--- config.mk ---
export PLATFORM = sky130hd
export DESIGN_NAME = ictc_ctrl
export DESIGN_NICKNAME = d
export VERILOG_FILES = /design/src/verilog/ictc_pkg.sv /design/src/verilog/ictc_ctrl.sv
export SDC_FILE = /design/constraint.sdc
export NUM_CORES = 1
export LEC_CHECK = 0
export BUFFER_PORTS_ARGS = -buffer_cell sky130_fd_sc_hd__buf_4
export CAP_MARGIN = 10
export CELL_PAD_IN_SITES_DETAIL_PLACEMENT = 0
export CELL_PAD_IN_SITES_GLOBAL_PLACEMENT = 1
export CORE_MARGIN = 2
export CORE_UTILIZATION = 39
export CTS_CLUSTER_DIAMETER = 80
export CTS_CLUSTER_SIZE = 24
export DETAILED_ROUTE_END_ITERATION = 7
export GPL_ROUTABILITY_DRIVEN = 0
export PLACE_DENSITY = 0.77
export SKIP_LAST_GASP = 1
export SYNTH_ARGS = -nofsm -noshare
export SYNTH_HDL_FRONTEND = slang
export SYNTH_SLANG_ARGS = --single-unit
--- constraint.sdc ---
create_clock -name clock -period 3.5 [get_ports clock]
set_input_delay 0.175 -clock clock [delete_from_list [all_inputs] [get_ports clock]]
set_output_delay 0.175 -clock clock [all_outputs]
set_load 0.02 [all_outputs]
--- src/verilog/ictc_pkg.sv ---
// Purpose: shared types and counts for the cycle timing control
// Assumes: one core clock, decode supplies one descriptor per instr
// Notes: cycle type codes are this block's own encoding
package ictc_pkg;

    // ---------------------------------------------------------------
    // widths
    // ---------------------------------------------------------------
    localparam int CW = 6;  // cycle counter width
    localparam int NW = 5;  // register count width, 1..16
    localparam int RW = 4;  // register number width

    // ---------------------------------------------------------------
    // internal cycle, data access and refetch counts per instruction class
    // ---------------------------------------------------------------
    localparam int DP_SHIFT_K = 1;  // register shift, no pc write
    localparam int DP_ARITH_PC_K = 0;  // arithmetic op writing pc
    localparam int DP_LOGIC_PC_K = 1;  // logical or shifted op to pc
    localparam int LD_SHOFF_K = 1;  // shifted offset extra cycle
    localparam int LD_WORD_IL_K = 1;  // word load-use interlock
    localparam int LD_SUB_IL_K = 2;  // byte/half/unaligned interlock
    localparam int LD_PC_K = 2;  // word load into pc
    localparam int LD_PC_SCALED_K = 3;  // pc load, scaled offset
    localparam int LDD_K = 1;  // doubleword load base
    localparam int LDD_WORDS = 2;  // doubleword data accesses
    localparam int LDM_PC_EXTRA_K = 1;  // pc multi-load: n+1 internal
    localparam int SINGLE_K = 1;  // one-register multi transfer
    localparam int REFILL_CYC = 2;  // nonseq + seq refetch after pc

    // ---------------------------------------------------------------
    // reset values
    // ---------------------------------------------------------------
    localparam logic [CW-1:0] CNT_RST = 6'h00;

    // ---------------------------------------------------------------
    // enumerations
    // ---------------------------------------------------------------
    typedef enum logic [1:0] {
        ICTC_CYC_N = 2'h0,  // nonsequential
        ICTC_CYC_S = 2'h1,  // sequential
        ICTC_CYC_I = 2'h2,  // internal
        ICTC_CYC_C = 2'h3   // coprocessor register transfer
    } ictc_cyc_t;

    typedef enum logic [2:0] {
        ICTC_DATA_OP = 3'h0,
        ICTC_SINGLE_LOAD_INSTR = 3'h1,
        ICTC_DOUBLE_LOAD_INSTR = 3'h2,
        ICTC_MULTI_LOAD_INSTR = 3'h3,
        ICTC_MULTI_STORE_INSTR = 3'h4
    } ictc_cls_t;

    typedef enum logic [1:0] {
        ICTC_IDLE = 2'b01,
        ICTC_RUN = 2'b10
    } ictc_state_t;

    // ---------------------------------------------------------------
    // carriers
    // ---------------------------------------------------------------
    typedef struct packed {
        ictc_cls_t cls;
        logic pc_dest;     // pc written (or in list)
        logic reg_shift;   // shift amount from a register
        logic op_shift;    // operand shifted
        logic logical;     // logical data output
        logic shift_off;   // shifted address offset
        logic scaled;      // scaled register offset
        logic sub_word;    // byte, halfword or unaligned word
        logic [NW-1:0] nregs;   // registers moved
        logic [RW-1:0] dest;    // last loaded register
        logic nxt_use_a;        // next instr reads src a
        logic [RW-1:0] nxt_src_a;
        logic nxt_use_b;        // next instr reads src b
        logic [RW-1:0] nxt_src_b;
    } ictc_instr_t;

    typedef struct packed {
        logic [CW-1:0] k;     // internal cycles on instruction bus
        logic refill;         // nonseq + seq refetch at end
        logic [CW-1:0] m;     // data memory accesses
        logic fseq;           // first data access sequential
        logic [CW-1:0] last;  // final cycle index
    } ictc_plan_t;

endpackage

--- src/verilog/ictc_ctrl.sv ---
// Purpose: per-instruction cycle count and bus cycle typing
// Assumes: decode presents descriptor with next instr sources
// Notes: bus types are registered, one cycle behind acceptance
`timescale 1ns/1ps
module ictc_ctrl (
    input wire logic clock,
    input wire logic rst,
    input wire logic in_valid,
    input wire ictc_pkg::ictc_instr_t in_instr,
    output logic in_ready,
    output ictc_pkg::ictc_cyc_t ibus_cyc,
    output ictc_pkg::ictc_cyc_t dbus_cyc,
    output logic busy,
    output logic last_cyc
);

    // ---------------------------------------------------------------
    // state
    // ---------------------------------------------------------------
    ictc_pkg::ictc_state_t state;
    ictc_pkg::ictc_state_t next_state;
    logic [ictc_pkg::CW-1:0] cnt;
    logic [ictc_pkg::CW-1:0] next_cnt;
    ictc_pkg::ictc_plan_t plan;
    ictc_pkg::ictc_plan_t next_plan;
    ictc_pkg::ictc_plan_t new_plan;
    ictc_pkg::ictc_cyc_t next_ibus;
    ictc_pkg::ictc_cyc_t next_dbus;
    logic next_busy;
    logic next_last;
    logic hazard;
    logic accept;
    logic [ictc_pkg::CW-1:0] n;

    // ---------------------------------------------------------------
    // hazard and plan
    // ---------------------------------------------------------------
    // next instruction reads the loaded register
    always_comb begin
        hazard = (in_instr.nxt_use_a &&
                  in_instr.nxt_src_a == in_instr.dest) ||
                 (in_instr.nxt_use_b &&
                  in_instr.nxt_src_b == in_instr.dest);
    end

    // internal count, refill and data accesses per class
    always_comb begin
        n = ictc_pkg::CW'(in_instr.nregs);
        new_plan = '0;
        case (in_instr.cls)
            ictc_pkg::ICTC_DATA_OP: begin
                if (in_instr.pc_dest) begin
                    new_plan.refill = 1'b1;
                    if (in_instr.logical || in_instr.op_shift) begin
                        new_plan.k = ictc_pkg::CW'(
                            ictc_pkg::DP_LOGIC_PC_K);
                    end else begin
                        new_plan.k = ictc_pkg::CW'(
                            ictc_pkg::DP_ARITH_PC_K);
                    end
                end else if (in_instr.reg_shift) begin
                    new_plan.k = ictc_pkg::CW'(
                        ictc_pkg::DP_SHIFT_K);
                end else begin
                    new_plan.k = '0;
                end
            end
            ictc_pkg::ICTC_SINGLE_LOAD_INSTR: begin
                new_plan.m = 6'h01;
                if (in_instr.pc_dest) begin
                    new_plan.refill = 1'b1;
                    new_plan.k = in_instr.scaled ?
                        ictc_pkg::CW'(ictc_pkg::LD_PC_SCALED_K) :
                        ictc_pkg::CW'(ictc_pkg::LD_PC_K);
                end else begin
                    new_plan.k = '0;
                    if (in_instr.shift_off) begin
                        new_plan.k = ictc_pkg::CW'(
                            ictc_pkg::LD_SHOFF_K);
                    end
                    if (hazard && in_instr.sub_word) begin
                        new_plan.k = new_plan.k + ictc_pkg::CW'(
                            ictc_pkg::LD_SUB_IL_K);
                    end else if (hazard) begin
                        new_plan.k = new_plan.k + ictc_pkg::CW'(
                            ictc_pkg::LD_WORD_IL_K);
                    end
                end
            end
            ictc_pkg::ICTC_DOUBLE_LOAD_INSTR: begin
                new_plan.m = ictc_pkg::CW'(ictc_pkg::LDD_WORDS);
                new_plan.k = ictc_pkg::CW'(ictc_pkg::LDD_K) +
                    ictc_pkg::CW'(hazard);
            end
            ictc_pkg::ICTC_MULTI_LOAD_INSTR: begin
                new_plan.m = n;
                if (in_instr.pc_dest) begin
                    new_plan.refill = 1'b1;
                    new_plan.k = n + ictc_pkg::CW'(
                        ictc_pkg::LDM_PC_EXTRA_K);
                end else if (n == 6'h01) begin
                    new_plan.fseq = 1'b1;
                    new_plan.k = ictc_pkg::CW'(
                        ictc_pkg::SINGLE_K);
                end else begin
                    new_plan.k = n - 6'h01 +
                        ictc_pkg::CW'(hazard);
                end
            end
            ictc_pkg::ICTC_MULTI_STORE_INSTR: begin
                new_plan.m = n;
                if (n == 6'h01) begin
                    new_plan.k = ictc_pkg::CW'(
                        ictc_pkg::SINGLE_K);
                end else begin
                    new_plan.k = n - 6'h01;
                end
            end
            default: begin
                new_plan = '0;
            end
        endcase
        new_plan.last = new_plan.k + (new_plan.refill ?
            ictc_pkg::CW'(ictc_pkg::REFILL_CYC) : 6'h00);
    end

    // ---------------------------------------------------------------
    // sequencer
    // ---------------------------------------------------------------
    // ready while idle or on the final cycle, so back to back works
    always_comb begin
        in_ready = (state == ictc_pkg::ICTC_IDLE) ||
                   (cnt == plan.last);
        accept = in_valid && in_ready;
    end

    // next state, counter and held plan
    always_comb begin
        next_state = state;
        next_cnt = cnt;
        next_plan = plan;
        case (state)
            ictc_pkg::ICTC_IDLE: begin
                if (accept) begin
                    next_state = ictc_pkg::ICTC_RUN;
                    next_cnt = ictc_pkg::CNT_RST;
                    next_plan = new_plan;
                end
            end
            ictc_pkg::ICTC_RUN: begin
                if (accept) begin
                    next_cnt = ictc_pkg::CNT_RST;
                    next_plan = new_plan;
                end else if (cnt == plan.last) begin
                    next_state = ictc_pkg::ICTC_IDLE;
                    next_cnt = ictc_pkg::CNT_RST;
                    next_plan = '0;
                end else begin
                    next_cnt = cnt + 6'h01;
                end
            end
            default: begin
                next_state = ictc_pkg::ICTC_IDLE;
                next_cnt = ictc_pkg::CNT_RST;
                next_plan = '0;
            end
        endcase
    end

    // ---------------------------------------------------------------
    // cycle typing
    // ---------------------------------------------------------------
    // fetch S, then k internal, then N and S refetch on pc write;
    // data: N then S per access (all S when fseq), internal for the rest
    always_comb begin
        next_ibus = ictc_pkg::ICTC_CYC_I;
        next_dbus = ictc_pkg::ICTC_CYC_I;
        next_busy = (next_state == ictc_pkg::ICTC_RUN);
        next_last = next_busy && (next_cnt == next_plan.last);
        if (next_busy) begin
            if (next_cnt == 6'h00) begin
                next_ibus = ictc_pkg::ICTC_CYC_S;
            end else if (next_cnt <= next_plan.k) begin
                next_ibus = ictc_pkg::ICTC_CYC_I;
            end else if (next_cnt == next_plan.k + 6'h01) begin
                next_ibus = ictc_pkg::ICTC_CYC_N;
            end else begin
                next_ibus = ictc_pkg::ICTC_CYC_S;
            end
            if (next_cnt < next_plan.m) begin
                if (next_cnt == 6'h00 && !next_plan.fseq) begin
                    next_dbus = ictc_pkg::ICTC_CYC_N;
                end else begin
                    next_dbus = ictc_pkg::ICTC_CYC_S;
                end
            end
        end
    end

    // register state and outputs
    always_ff @(posedge clock) begin
        if (rst) begin
            state <= ictc_pkg::ICTC_IDLE;
            cnt <= ictc_pkg::CNT_RST;
            plan <= '0;
            ibus_cyc <= ictc_pkg::ICTC_CYC_I;
            dbus_cyc <= ictc_pkg::ICTC_CYC_I;
            busy <= 1'b0;
            last_cyc <= 1'b0;
        end else begin
            state <= next_state;
            cnt <= next_cnt;
            plan <= next_plan;
            ibus_cyc <= next_ibus;
            dbus_cyc <= next_dbus;
            busy <= next_busy;
            last_cyc <= next_last;
        end
    end

endmodule

==> results of run 1 <==
repair_timing:
action | CTS | global route
buffers inserted | 0 | 6
hold endpoints to repair | 0 | 0
endpoints found under the setup margin | 1 | 3
pin swaps | 1 | 8
resized for setup | 0 | 17
layout by cell type (no fill, tap or decap), drive strengths merged, types with 3 or more instances in the layout:
| master | count |
|---|---|
| a211o | 5 |
| a21o | 4 |
| a21oi | 20 |
| a221o | 3 |
| a22o | 3 |
| a22oi | 4 |
| a31oi | 4 |
| a32o | 3 |
| and2 | 3 |
| and3 | 6 |
| buf | 80 |
| clkbuf | 6 |
| dfxtp | 33 |
| ha | 22 |
| inv | 14 |
| nand2 | 39 |
| nand2b | 6 |
| nand3 | 18 |
| nor2 | 33 |
| nor2b | 7 |
| nor3 | 11 |
| nor3b | 5 |
| nor4 | 7 |
| o211ai | 10 |
| o21ai | 24 |
| o21bai | 3 |
| o22ai | 3 |
| or2 | 3 |
| xnor2 | 19 |
| xor2 | 18 |
power groups by stage:
stage	clock network [mW]	registers, mW	logic, mW
2_1_floorplan	0	0.492	0.898
3_3_place_gp	0	0.487	1.44
3_5_place_dp	0	0.486	1.44
4_1_cts	0.395	0.478	1.45
5_1_grt	0.406	0.486	1.64
6_report	0.390	0.479	1.50
registers in the layout (all words and copies together) (netlist names):
signal,cells
last_cyc,1
plan,19
ibus_cyc,2
dbus_cyc,2
state,2
cnt,6
busy,1
final cells by class:
cell class	instances	share of cell area
Clock buffer	6	0.0210
Multi-Input combinational cell	328	0.602
Sequential cell	33	0.168
Inverter	15	0.0143
Tap cell	102	0.0325
Timing Repair Buffer	80	0.153
Clock inverter	2	0.00955
cell families (layout without fill, tap and decap cells):
family,Yosys count,after routing,synth area share
buf+inv,37,103,0.0512
simple gates,152,152,0.255
xor+xnor,37,37,0.107
fa+ha+maj,23,23,0.0919
compound gates,114,114,0.275
flops,33,33,0.213
mux,2,2,0.00645
per-stage QoR:
stage	utilization	instances	TNS (ns)	total power [mW]	hold slack [ns]
after floorplan	-	398	0	1.39	0.434
after global placement	0.477	552	-0.293	1.92	0.452
after detailed placement	0.477	552	-0.397	1.93	0.453
after CTS	0.492	560	0	2.32	0.252
after global routing	0.508	566	-0.0137	2.54	0.262
final	0.508	566	0	2.37	0.241
final timing paths:
kind	end	depth (start not counted)	slack, ns
max	ibus_cyc[0]	17	0.19
min	cnt[0]	2	0.24
max reg2reg	ibus_cyc[0]	13	0.24
min reg2reg	plan[12]	2	0.46
metal layers:
metal / part of all wire / track usage
met1: 0.46 / 0.306
met2: 0.46 / 0.367
met3: 0.065 / 0.0338
met4: 0.015 / 0.0331
met5: 0 / 0
cells in the mapped netlist, types with 4 or more instances:
master and n:
buf_2 7, o21ai_0 23, nand2b_1 6, dfxtp_1 33, nor2_1 33, inv_1 14
xnor2_1 19, nor4_1 7, nor3_1 11, nand3_1 17, a31oi_1 4, a21oi_1 19
nand2_1 38, clkbuf_1 11, o211ai_1 10, ha_1 22, nor2b_1 7, and3_1 6
a211o_1 5, nor3b_1 4, a22oi_1 4, xor2_1 17, a21o_1 4
critical path: cells and delay by family:
family	cells	cell delay, ns
buffers and inverters	1	0.13
adder cells (fa/ha/maj)	2	0.52
AND/OR/NAND/NOR	4	0.45
XOR/XNOR	1	0.14
AO/OA/AOI/OAI	9	2.07
==> results.tsv, run 1 <==
stage	metric	value	unit
worst_setup_path	crit_required	3.68	ns
placed_design	placed_cell_area	3680	µm²
grt	grt_max_degree	28	
hold_path	hold_start	rst	
worst_setup_path	path_class	in2reg	
flow_run	maxCapViolCount	0	
yosys	syn_inst	398	
yosys	yosysUniqueCellTypes	82	
floorplan	start_util	0.402	
power	ir_worst_vdd	0.000272	V
sta	post-route-min-period	3.31	ns
grt	grt_pass1_vias	3113	
routing	drtPass1Iterations	4	
sta	maxSlewHeadroom	0.610	
worst_setup_path	crit_path_frequent_cell	nand3_1	
finish	fillCellCount	781	
routing	remaining_drc_errors	0	
sta	hold_viol_final	0	
clock_network	cts_max_level	2	
worst_setup_path	crit_path_start	in_instr[11]	
yosys	netlist.area_leader.share	0.213	
clock_network	cts_tree	yes	
floorplan	die_x	93.2	µm
worst_setup_path	r2r-start	cnt[2]	
sta	timing.final.crit_share	0.944	
power	power_frac_comb	0.634	
finish	final_area	3930	µm²
yosys	synth_nets	452	
power	p_clk_frac	0.164	
placed_design	io_buffers	38	
floorplan	core	7730	µm²
yosys	synth-seq-cells	33	
grt	grt_pass1_wl	15500	µm
clock_network	clkLatencyLatePin	0.29	ns
worst_setup_path	crit_fanout	4	
floorplan	die_h	93.2	µm
yosys	synth_top_area_cell	dfxtp_1	
sta	drv_slew	0	
routing	via_per_inst	5.71	
sta	worstMarginPinSlew	0.579	ns
status	status	finished, final reports clean	
yosys	synthesis.area	3100	µm²
finish	antenna_cells	0	
power	switchingPower	1.08	mW
sta	finClkSkew	0.0116	ns
yosys	synth_edf_count	0	
yosys	async_reset_ff_frac	0	
finish	drive_gt1_frac	0.250	
floorplan	ioPinCount	39	
routing	num_vias	3231	
grt	grt.total_usage	0.220	
routing	antenna_left	0	
worst_setup_path	worstPathArrival	3.49	ns
sta	setup_viol_count_final	0	
routing	wl_per_cell	16.6	µm
worst_setup_path	crit_path_end_kind	flip-flop	
clock_network	cts_buffers	5	
clock_network	clk_pin_slew_worst_paths	0.08	ns
yosys	ys_warn_count	0	
power	p_leak	1.69	nW
clock_network	ctsHoldBuffers	0	
finish	ff_latch_area	661	µm²
power	seq_power_share	0.202	
grt	grt_remaining_overflow	0	
finish	area_growth	26.6	%
worst_setup_path	worstPathCellList	buf_4 > xnor2_1 > nand3_1 > o22ai_2 > ha_2 > nor2b_4 > a2111oi_4 > a41oi_1 > o41ai_2 > o211ai_1 > ha_1 > nand3_1 > a211oi_2 > nor2_1 > o31ai_2 > a21oi_1 > a32o_1	
worst_setup_path	cp_slowest_cell	o41ai_2	
yosys	synth.avg_cell_area	7.80	µm²
finish	multi_input_area	2360	µm²
yosys	ys_seq_area_frac	0.213	
sta	max_freq	303	MHz
power	internal-power	1.30	mW
yosys	synth-main-ff-cell	dfxtp_1	
yosys	netlist_top_cells_area	dfxtp_1 21%, ha_1 8.9%, xnor2_1 5.4%	
hold_path	hp-class	in2reg	
placed_design	post-place-ws	-0.315	ns
routing	routed_wl	9410	µm
floorplan	rows	32	
power	netSwitchingFraction	0.454	
clock_network	clock_sinks	33	
clock_network	cts_buffer_depth	2	
worst_setup_path	crit_path_start_kind	input port	
floorplan	dieArea	8690	µm²
sta	worst_slack	0.195	ns
routing	drt_iter0_drc	341	
worst_setup_path	max_stage_delay	0.45	ns
clock_network	cts_root_buf	clkbuf_8	
grt	antenna_found_initial	0	
finish	fin_nets	517	
placed_design	dp_hpwl	7130	µm
power	power_density	604	nW/µm²
(Power assumes the default switching activity.)
==> inputs of run 2 (changes only) <==
--- a/config.mk
+++ b/config.mk
@@ -9,6 +9,7 @@
 export CAP_MARGIN = 10
 export CELL_PAD_IN_SITES_DETAIL_PLACEMENT = 0
 export CELL_PAD_IN_SITES_GLOBAL_PLACEMENT = 1
+export CORE_ASPECT_RATIO = 1.4
 export CORE_MARGIN = 2
 export CORE_UTILIZATION = 39
 export CTS_CLUSTER_DIAMETER = 80
==> constraint.sdc (replaced) <==
create_clock -name clock -period 3.5 [get_ports clock]
set_input_delay 0.7 -clock clock [delete_from_list [all_inputs] [get_ports clock]]
set_output_delay 0.7 -clock clock [all_outputs]
set_load 0.02 [all_outputs]
==> run 2 against run 1 <==
- the run now ends with negative setup slack left
- clock power decreased by 24%
- final area increased by 16%
- wire length increased by 10%
- setup slack got worse by 0.32 ns
- sequential share of layout area decreased by 2.3 points
- non-clock buffer count increased by 41
- critical path type unchanged
- largest power group unchanged
==> results.tsv, run 2 (synthesis gave the netlist of run 1 again) <==
stage	metric	value	unit	change
routing	routed_wl	10400	µm	+10%
worst_setup_path	worstPathArrival	3.82	ns	+0.33 ns
finish	layout.cells.non_filler	605		+6.9%
sta	hold_viol_final	0		unchanged
finish	fin_nets	558		+7.9%
clock_network	clock_sinks	33		unchanged
sta	maxSlewHeadroom	0.419		-0.192
worst_setup_path	crit_fanout	3		-1
finish	antenna_cells	0		unchanged
clock_network	cts_max_level	2		unchanged
sta	timing.final.crit_share	1.04		+0.0923
finish	top_regs	plan x19, cnt x6		
finish	ff_latch_area	661	µm²	unchanged
floorplan	ioPinCount	39		unchanged
finish	final_common_cell	buf_4		
grt	grt_pass1_wl	17100	µm	+11%
finish	drive_gt1_frac	0.368		+0.118
power	ir_worst_vdd	0.000300	V	+10%
routing	num_vias	3492		+8.1%
clock_network	cts_root_buf	clkbuf_8		
placed_design	placed_cell_area	4120	µm²	+12%
flow_run	maxCapViolCount	0		unchanged
sta	rsz0062_at_grt	yes		
power	power.total	2.55	mW	+7.2%
clock_network	cts_buffer_depth	2		unchanged
sta	setup_viol_count_final	2		+2
floorplan	die_x	79.4	µm	-15%
floorplan	core	7750	µm²	+0.29%
worst_setup_path	path_class	in2reg		
placed_design	dp_hpwl	7860	µm	+10%
power	power_density	559	nW/µm²	-7.5%
status	status	complete, but fails checks		
sta	finClkSkew	0.00870	ns	-0.00287 ns
finish	post-route-util	0.587		+0.0788
sta	max_freq	276	MHz	-8.9%
finish	multi_input_area	2670	µm²	+13%
clock_network	cts_buffers	5		unchanged
grt	grt.total_usage	0.252		+0.0327
floorplan	start_util	0.400		-0.00117
floorplan	die_h	110	µm	+18%
finish	most-common-layout-cells	115 x buf_4, 35 x nand2_1, 33 x dfxtp_1		
routing	remaining_drc_errors	0		unchanged
finish	fillCellCount	719		-7.9%
finish	final_area	4550	µm²	+16%
power	p_leak	1.94	nW	+15%
worst_setup_path	crit_path_start_kind	input port		
routing	drt_iter0_drc	209		-39%
worst_setup_path	crit_path_end_kind	flip-flop		
routing	antenna_left	0		unchanged
clock_network	clk_pin_slew_worst_paths	0.07	ns	about the same
worst_setup_path	crit_required	3.69	ns	about the same
grt	grt_remaining_overflow	0		unchanged
clock_network	cts_tree	yes		
sta	worst_slack	-0.128	ns	-0.323 ns
floorplan	rows	38		+19%
placed_design	io_buffers	38		unchanged
sta	post-route-min-period	3.63	ns	+0.323 ns
finish	largest-register	plan		
grt	antenna_found_initial	0		unchanged
finish	largest_reg_flops	19		unchanged
sta	worstMarginPinSlew	0.864	ns	+0.285 ns
routing	via_per_inst	5.77		+1.1%
placed_design	dp.cells	587		+6.3%
routing	wl_per_cell	17.2	µm	+3.2%
sta	drv_slew	0		unchanged
finish	area_growth	46.7	%	
routing	drtPass1Iterations	5		+1
hold_path	hp-class	reg2reg		
grt	grt_max_degree	28		unchanged
status	violations	negative setup slack		
clock_network	ctsHoldBuffers	0		unchanged
floorplan	dieArea	8700	µm²	+0.11%
clock_network	clkLatencyLatePin	0.30	ns	about the same
grt	grt_pass1_vias	3550		+14%
## run 2: cell count changes in the layout (fill, tap and decap cells not counted), sizes merged
cell    before  now
bufinv       1    0
clkbuf       6    5
clkinv       1    3
buf         80  121
## run 2: per-stage QoR
step / TNS (ns) / hold slack (ns) / setup slack, ns
2_1_floorplan: -0.128 / 0.434 / -0.128
3_3_place_gp: -1.29 / 0.459 / -0.506
3_5_place_dp: -1.60 / 0.480 / -0.592
4_1_cts: -0.102 / 0.492 / -0.102
5_1_grt: -0.491 / 0.527 / -0.288
6_report: -0.156 / 0.483 / -0.128
## run 2: metal layers
layer / vias to the layer above / global-route usage / share of wire
met3: 39 / 0.0287 / 0.029
met1: 1673 / 0.269 / 0.39
met4: 0 / 0.124 / 0.044
met5: - / 0 / 0
li1: 1679 / - / -
met2: 101 / 0.484 / 0.54
## run 2: area by class of cell
class / instances / area share
multi-input combinational: 328 / 0.586
clock buffer: 5 / 0.0151
sequential: 33 / 0.145
clock inverter: 3 / 0.00385
tap: 100 / 0.0275
inverter: 15 / 0.0124
timing repair buffer: 121 / 0.210
## run 2: timing repair
action / 4_1_cts / 5_1_grt
pin swaps: 20 / 14
resized for setup: 25 / 25
setup endpoints to repair: 3 / 3
buffers inserted: 7 / 5
## run 2: report_power, final
part / total [mW] / leakage, nW / internal (mW) / switching [mW]
registers: 0.476 / 0.268 / 0.438 / 0.0371
logic: 1.77 / 1.63 / 0.761 / 1.01
clock network: 0.298 / 0.0439 / 0.137 / 0.161
## run 2: final timing paths
check | start | endpoint | slack [ns] | depth (start not counted)
setup reg to reg | cnt[4] | ibus_cyc[0] | 0.08 | 13
hold reg to reg | plan[12] | plan[12] | 0.48 | 2
hold / removal | plan[12] | plan[12] | 0.48 | 2
setup / recovery | in_instr[10] | ibus_cyc[0] | -0.13 | 18
## run 2: critical path, stage by stage
cell and delay [ns]:
buf_4 0.14, xnor2_2 0.14, nand2_2 0.11, o22ai_4 0.10
ha_4 0.18, ha_4 0.16, and4b_1 0.19, a31o_1 0.21
and3_1 0.15, o31a_1 0.32, o21bai_2 0.18, ha_1 0.28
a21o_1 0.22, a21oi_2 0.13, nor2_2 0.06, o31ai_4 0.25
a21oi_1 0.07, a32o_1 0.24
==> inputs of run 3 (changes only) <==
--- a/config.mk
+++ b/config.mk
@@ -17,6 +17,7 @@
 export DETAILED_ROUTE_END_ITERATION = 7
 export GPL_ROUTABILITY_DRIVEN = 0
 export PLACE_DENSITY = 0.77
+export SETUP_SLACK_MARGIN = 0.5
 export SKIP_LAST_GASP = 1
 export SYNTH_ARGS = -nofsm -noshare
 export SYNTH_HDL_FRONTEND = slang
==> run 3 against run 2 <==
- wire length increased by 0.53%
- critical path type unchanged
- clock skew increased by 0.0040 ns
- final cell count increased by 1.3%
- first-iteration DRC count decreased by 23%
- largest cell class unchanged
- the flow still finishes with violations (negative setup slack)
- clock power increased by 30%
- worst hold slack got worse by 0.022 ns
==> results.tsv, run 3 (synthesis gave the netlist of run 1 again) <==
stage	metric	value	unit	change
status	violations	negative setup slack		
sta	setup_viol_count_final	2		unchanged
routing	antenna_left	0		unchanged
sta	worstMarginPinSlew	0.602	ns	-0.262 ns
grt	grt_max_degree	28		unchanged
floorplan	die_x	79.4	µm	unchanged
finish	top_regs	plan x19, cnt x6		
grt	antenna_found_initial	0		unchanged
worst_setup_path	crit_required	3.69	ns	about the same
routing	wl_per_cell	17.0	µm	-0.78%
sta	timing.final.crit_share	1.03		-0.00518
worst_setup_path	crit_path_start_kind	input port		
finish	drive_gt1_frac	0.376		+0.00790
finish	final_area	4610	µm²	+1.3%
sta	drv_slew	0		unchanged
sta	hold_viol_final	0		unchanged
sta	finClkSkew	0.0127	ns	+0.00401 ns
sta	worst_slack	-0.110	ns	+0.0181 ns
routing	remaining_drc_errors	0		unchanged
clock_network	clock_sinks	33		unchanged
placed_design	dp_hpwl	8210	µm	+4.5%
placed_design	placed_cell_area	4170	µm²	+1.4%
clock_network	cts_max_level	2		unchanged
floorplan	rows	38		unchanged
grt	grt_pass1_wl	17100	µm	about the same
power	switchingPower	1.17	mW	-3.1%
worst_setup_path	worstPathArrival	3.80	ns	-0.02 ns
finish	fin_nets	566		+1.4%
worst_setup_path	crit_fanout	3		unchanged
power	seq_power_share	0.183		-0.004
power	power_frac_comb	0.669		-0.027
routing	drt_iter0_drc	160		-23%
finish	largest_reg_flops	19		unchanged
routing	drtPass1Iterations	4		-1
grt	grt_pass1_vias	3583		+0.93%
floorplan	ioPinCount	39		unchanged
sta	rsz0062_at_grt	yes		
floorplan	core	7750	µm²	unchanged
routing	routed_wl	10400	µm	+0.53%
floorplan	die_h	110	µm	unchanged
worst_setup_path	crit_path_end_kind	flip-flop		
clock_network	cts_tree	yes		
finish	final_common_cell	buf_4		
routing	via_per_inst	5.70		-1.3%
floorplan	start_util	0.400		unchanged
power	internal-power	1.45	mW	+8.4%
sta	post-route-min-period	3.61	ns	-0.0181 ns
grt	grt_remaining_overflow	0		unchanged
placed_design	post-place-ws	-0.598	ns	-0.00547 ns
finish	antenna_cells	0		unchanged
clock_network	clkLatencyLatePin	0.30	ns	about the same
sta	max_freq	277	MHz	+0.50%
clock_network	ctsHoldBuffers	0		unchanged
grt	grt.total_usage	0.254		+0.00142
clock_network	cts_buffers	5		unchanged
status	status	complete, but fails checks		
routing	num_vias	3492		unchanged
clock_network	cts_root_buf	clkbuf_8		
worst_setup_path	path_class	in2reg		
power	p_clk_frac	0.148		+0.031
power	power.total	2.62	mW	+2.9%
power	p_leak	1.99	nW	+2.4%
clock_network	cts_buffer_depth	2		unchanged
power	ir_worst_vdd	0.000273	V	-8.9%
finish	area_growth	48.6	%	
placed_design	io_buffers	38		unchanged
flow_run	maxCapViolCount	0		unchanged
finish	most-common-layout-cells	123 x buf_4, 35 x nand2_1, 33 x dfxtp_1		
hold_path	hp-class	reg2reg		
power	power_density	568	nW/µm²	+1.6%
clock_network	clk_pin_slew_worst_paths	0.07	ns	about the same
floorplan	dieArea	8700	µm²	unchanged
power	netSwitchingFraction	0.447		-0.0280
finish	largest-register	plan		
sta	maxSlewHeadroom	0.595		+0.176
## run 3: cell count changes in the layout (fill, tap and decap cells not counted), sizes merged
cell,delta
clkinvlp,-1
buf,+8
clkbuf,+2
clkinv,-2
bufinv,+1
## run 3: path summary, 6_finish.rpt
path	start	endpoint	slack, ns	cells past startpoint
worst max-delay path	in_instr[7]	ibus_cyc[0]	-0.11	17
worst min register to register	plan[12]	plan[12]	0.46	2
worst min-delay path	plan[12]	plan[12]	0.46	2
worst max register to register	plan[0]	ibus_cyc[0]	0.27	13
## run 3: worst max-delay path, cell delays in order
cell      delay (ns)
buf_6           0.10
xnor2_4         0.19
nand3_4         0.11
o22ai_4         0.25
ha_1            0.26
or2_2           0.27
a221o_1         0.31
o311ai_4        0.12
a21oi_4         0.11
buf_4           0.14
buf_4           0.13
ha_1            0.22
xor2_1          0.17
xnor2_1         0.14
nor4_1          0.21
o21ai_0         0.14
a32o_1          0.22
## run 3: power by group through the flow
stage | clock [mW] | combinational (mW) | sequential (mW)
floorplan | 0 | 0.923 | 0.493
global placement | 0 | 1.57 | 0.481
detailed placement | 0 | 1.58 | 0.484
CTS | 0.388 | 1.67 | 0.476
global route | 0.409 | 1.90 | 0.485
finish | 0.388 | 1.75 | 0.479
## run 3: what timing repair did
action	CTS	global route
gates resized for setup	30	11
pin swaps	36	24
buffers inserted	8	5
setup endpoints to repair	8	7
## run 3: per-layer routing
metal,share of wire,up-vias,GRT usage
met5,0,-,0
met4,0.047,0,0.127
met3,0.034,38,0.0353
met2,0.55,107,0.502
met1,0.37,1650,0.254
li1,-,1697,-
## run 3: final cells by class
cell class / instances / area [µm²]
Fill cell: 684 / 3140
Multi-Input combinational cell: 328 / 2660
Timing Repair Buffer: 129 / 995
Sequential cell: 33 / 661
Tap cell: 100 / 125
Clock buffer: 7 / 86.3
Inverter: 15 / 56.3
Clock inverter: 1 / 30.0
## run 3: per-stage QoR
stage / instances / setup TNS (ns) / hold WS, ns / utilization
2_1_floorplan: 398 / -0.128 / 0.434 / -
3_3_place_gp: 592 / -1.07 / 0.453 / 0.538
3_5_place_dp: 592 / -1.16 / 0.457 / 0.538
4_1_cts: 608 / -0.122 / 0.469 / 0.580
5_1_grt: 613 / -0.548 / 0.525 / 0.595
6_report: 613 / -0.204 / 0.461 / 0.595
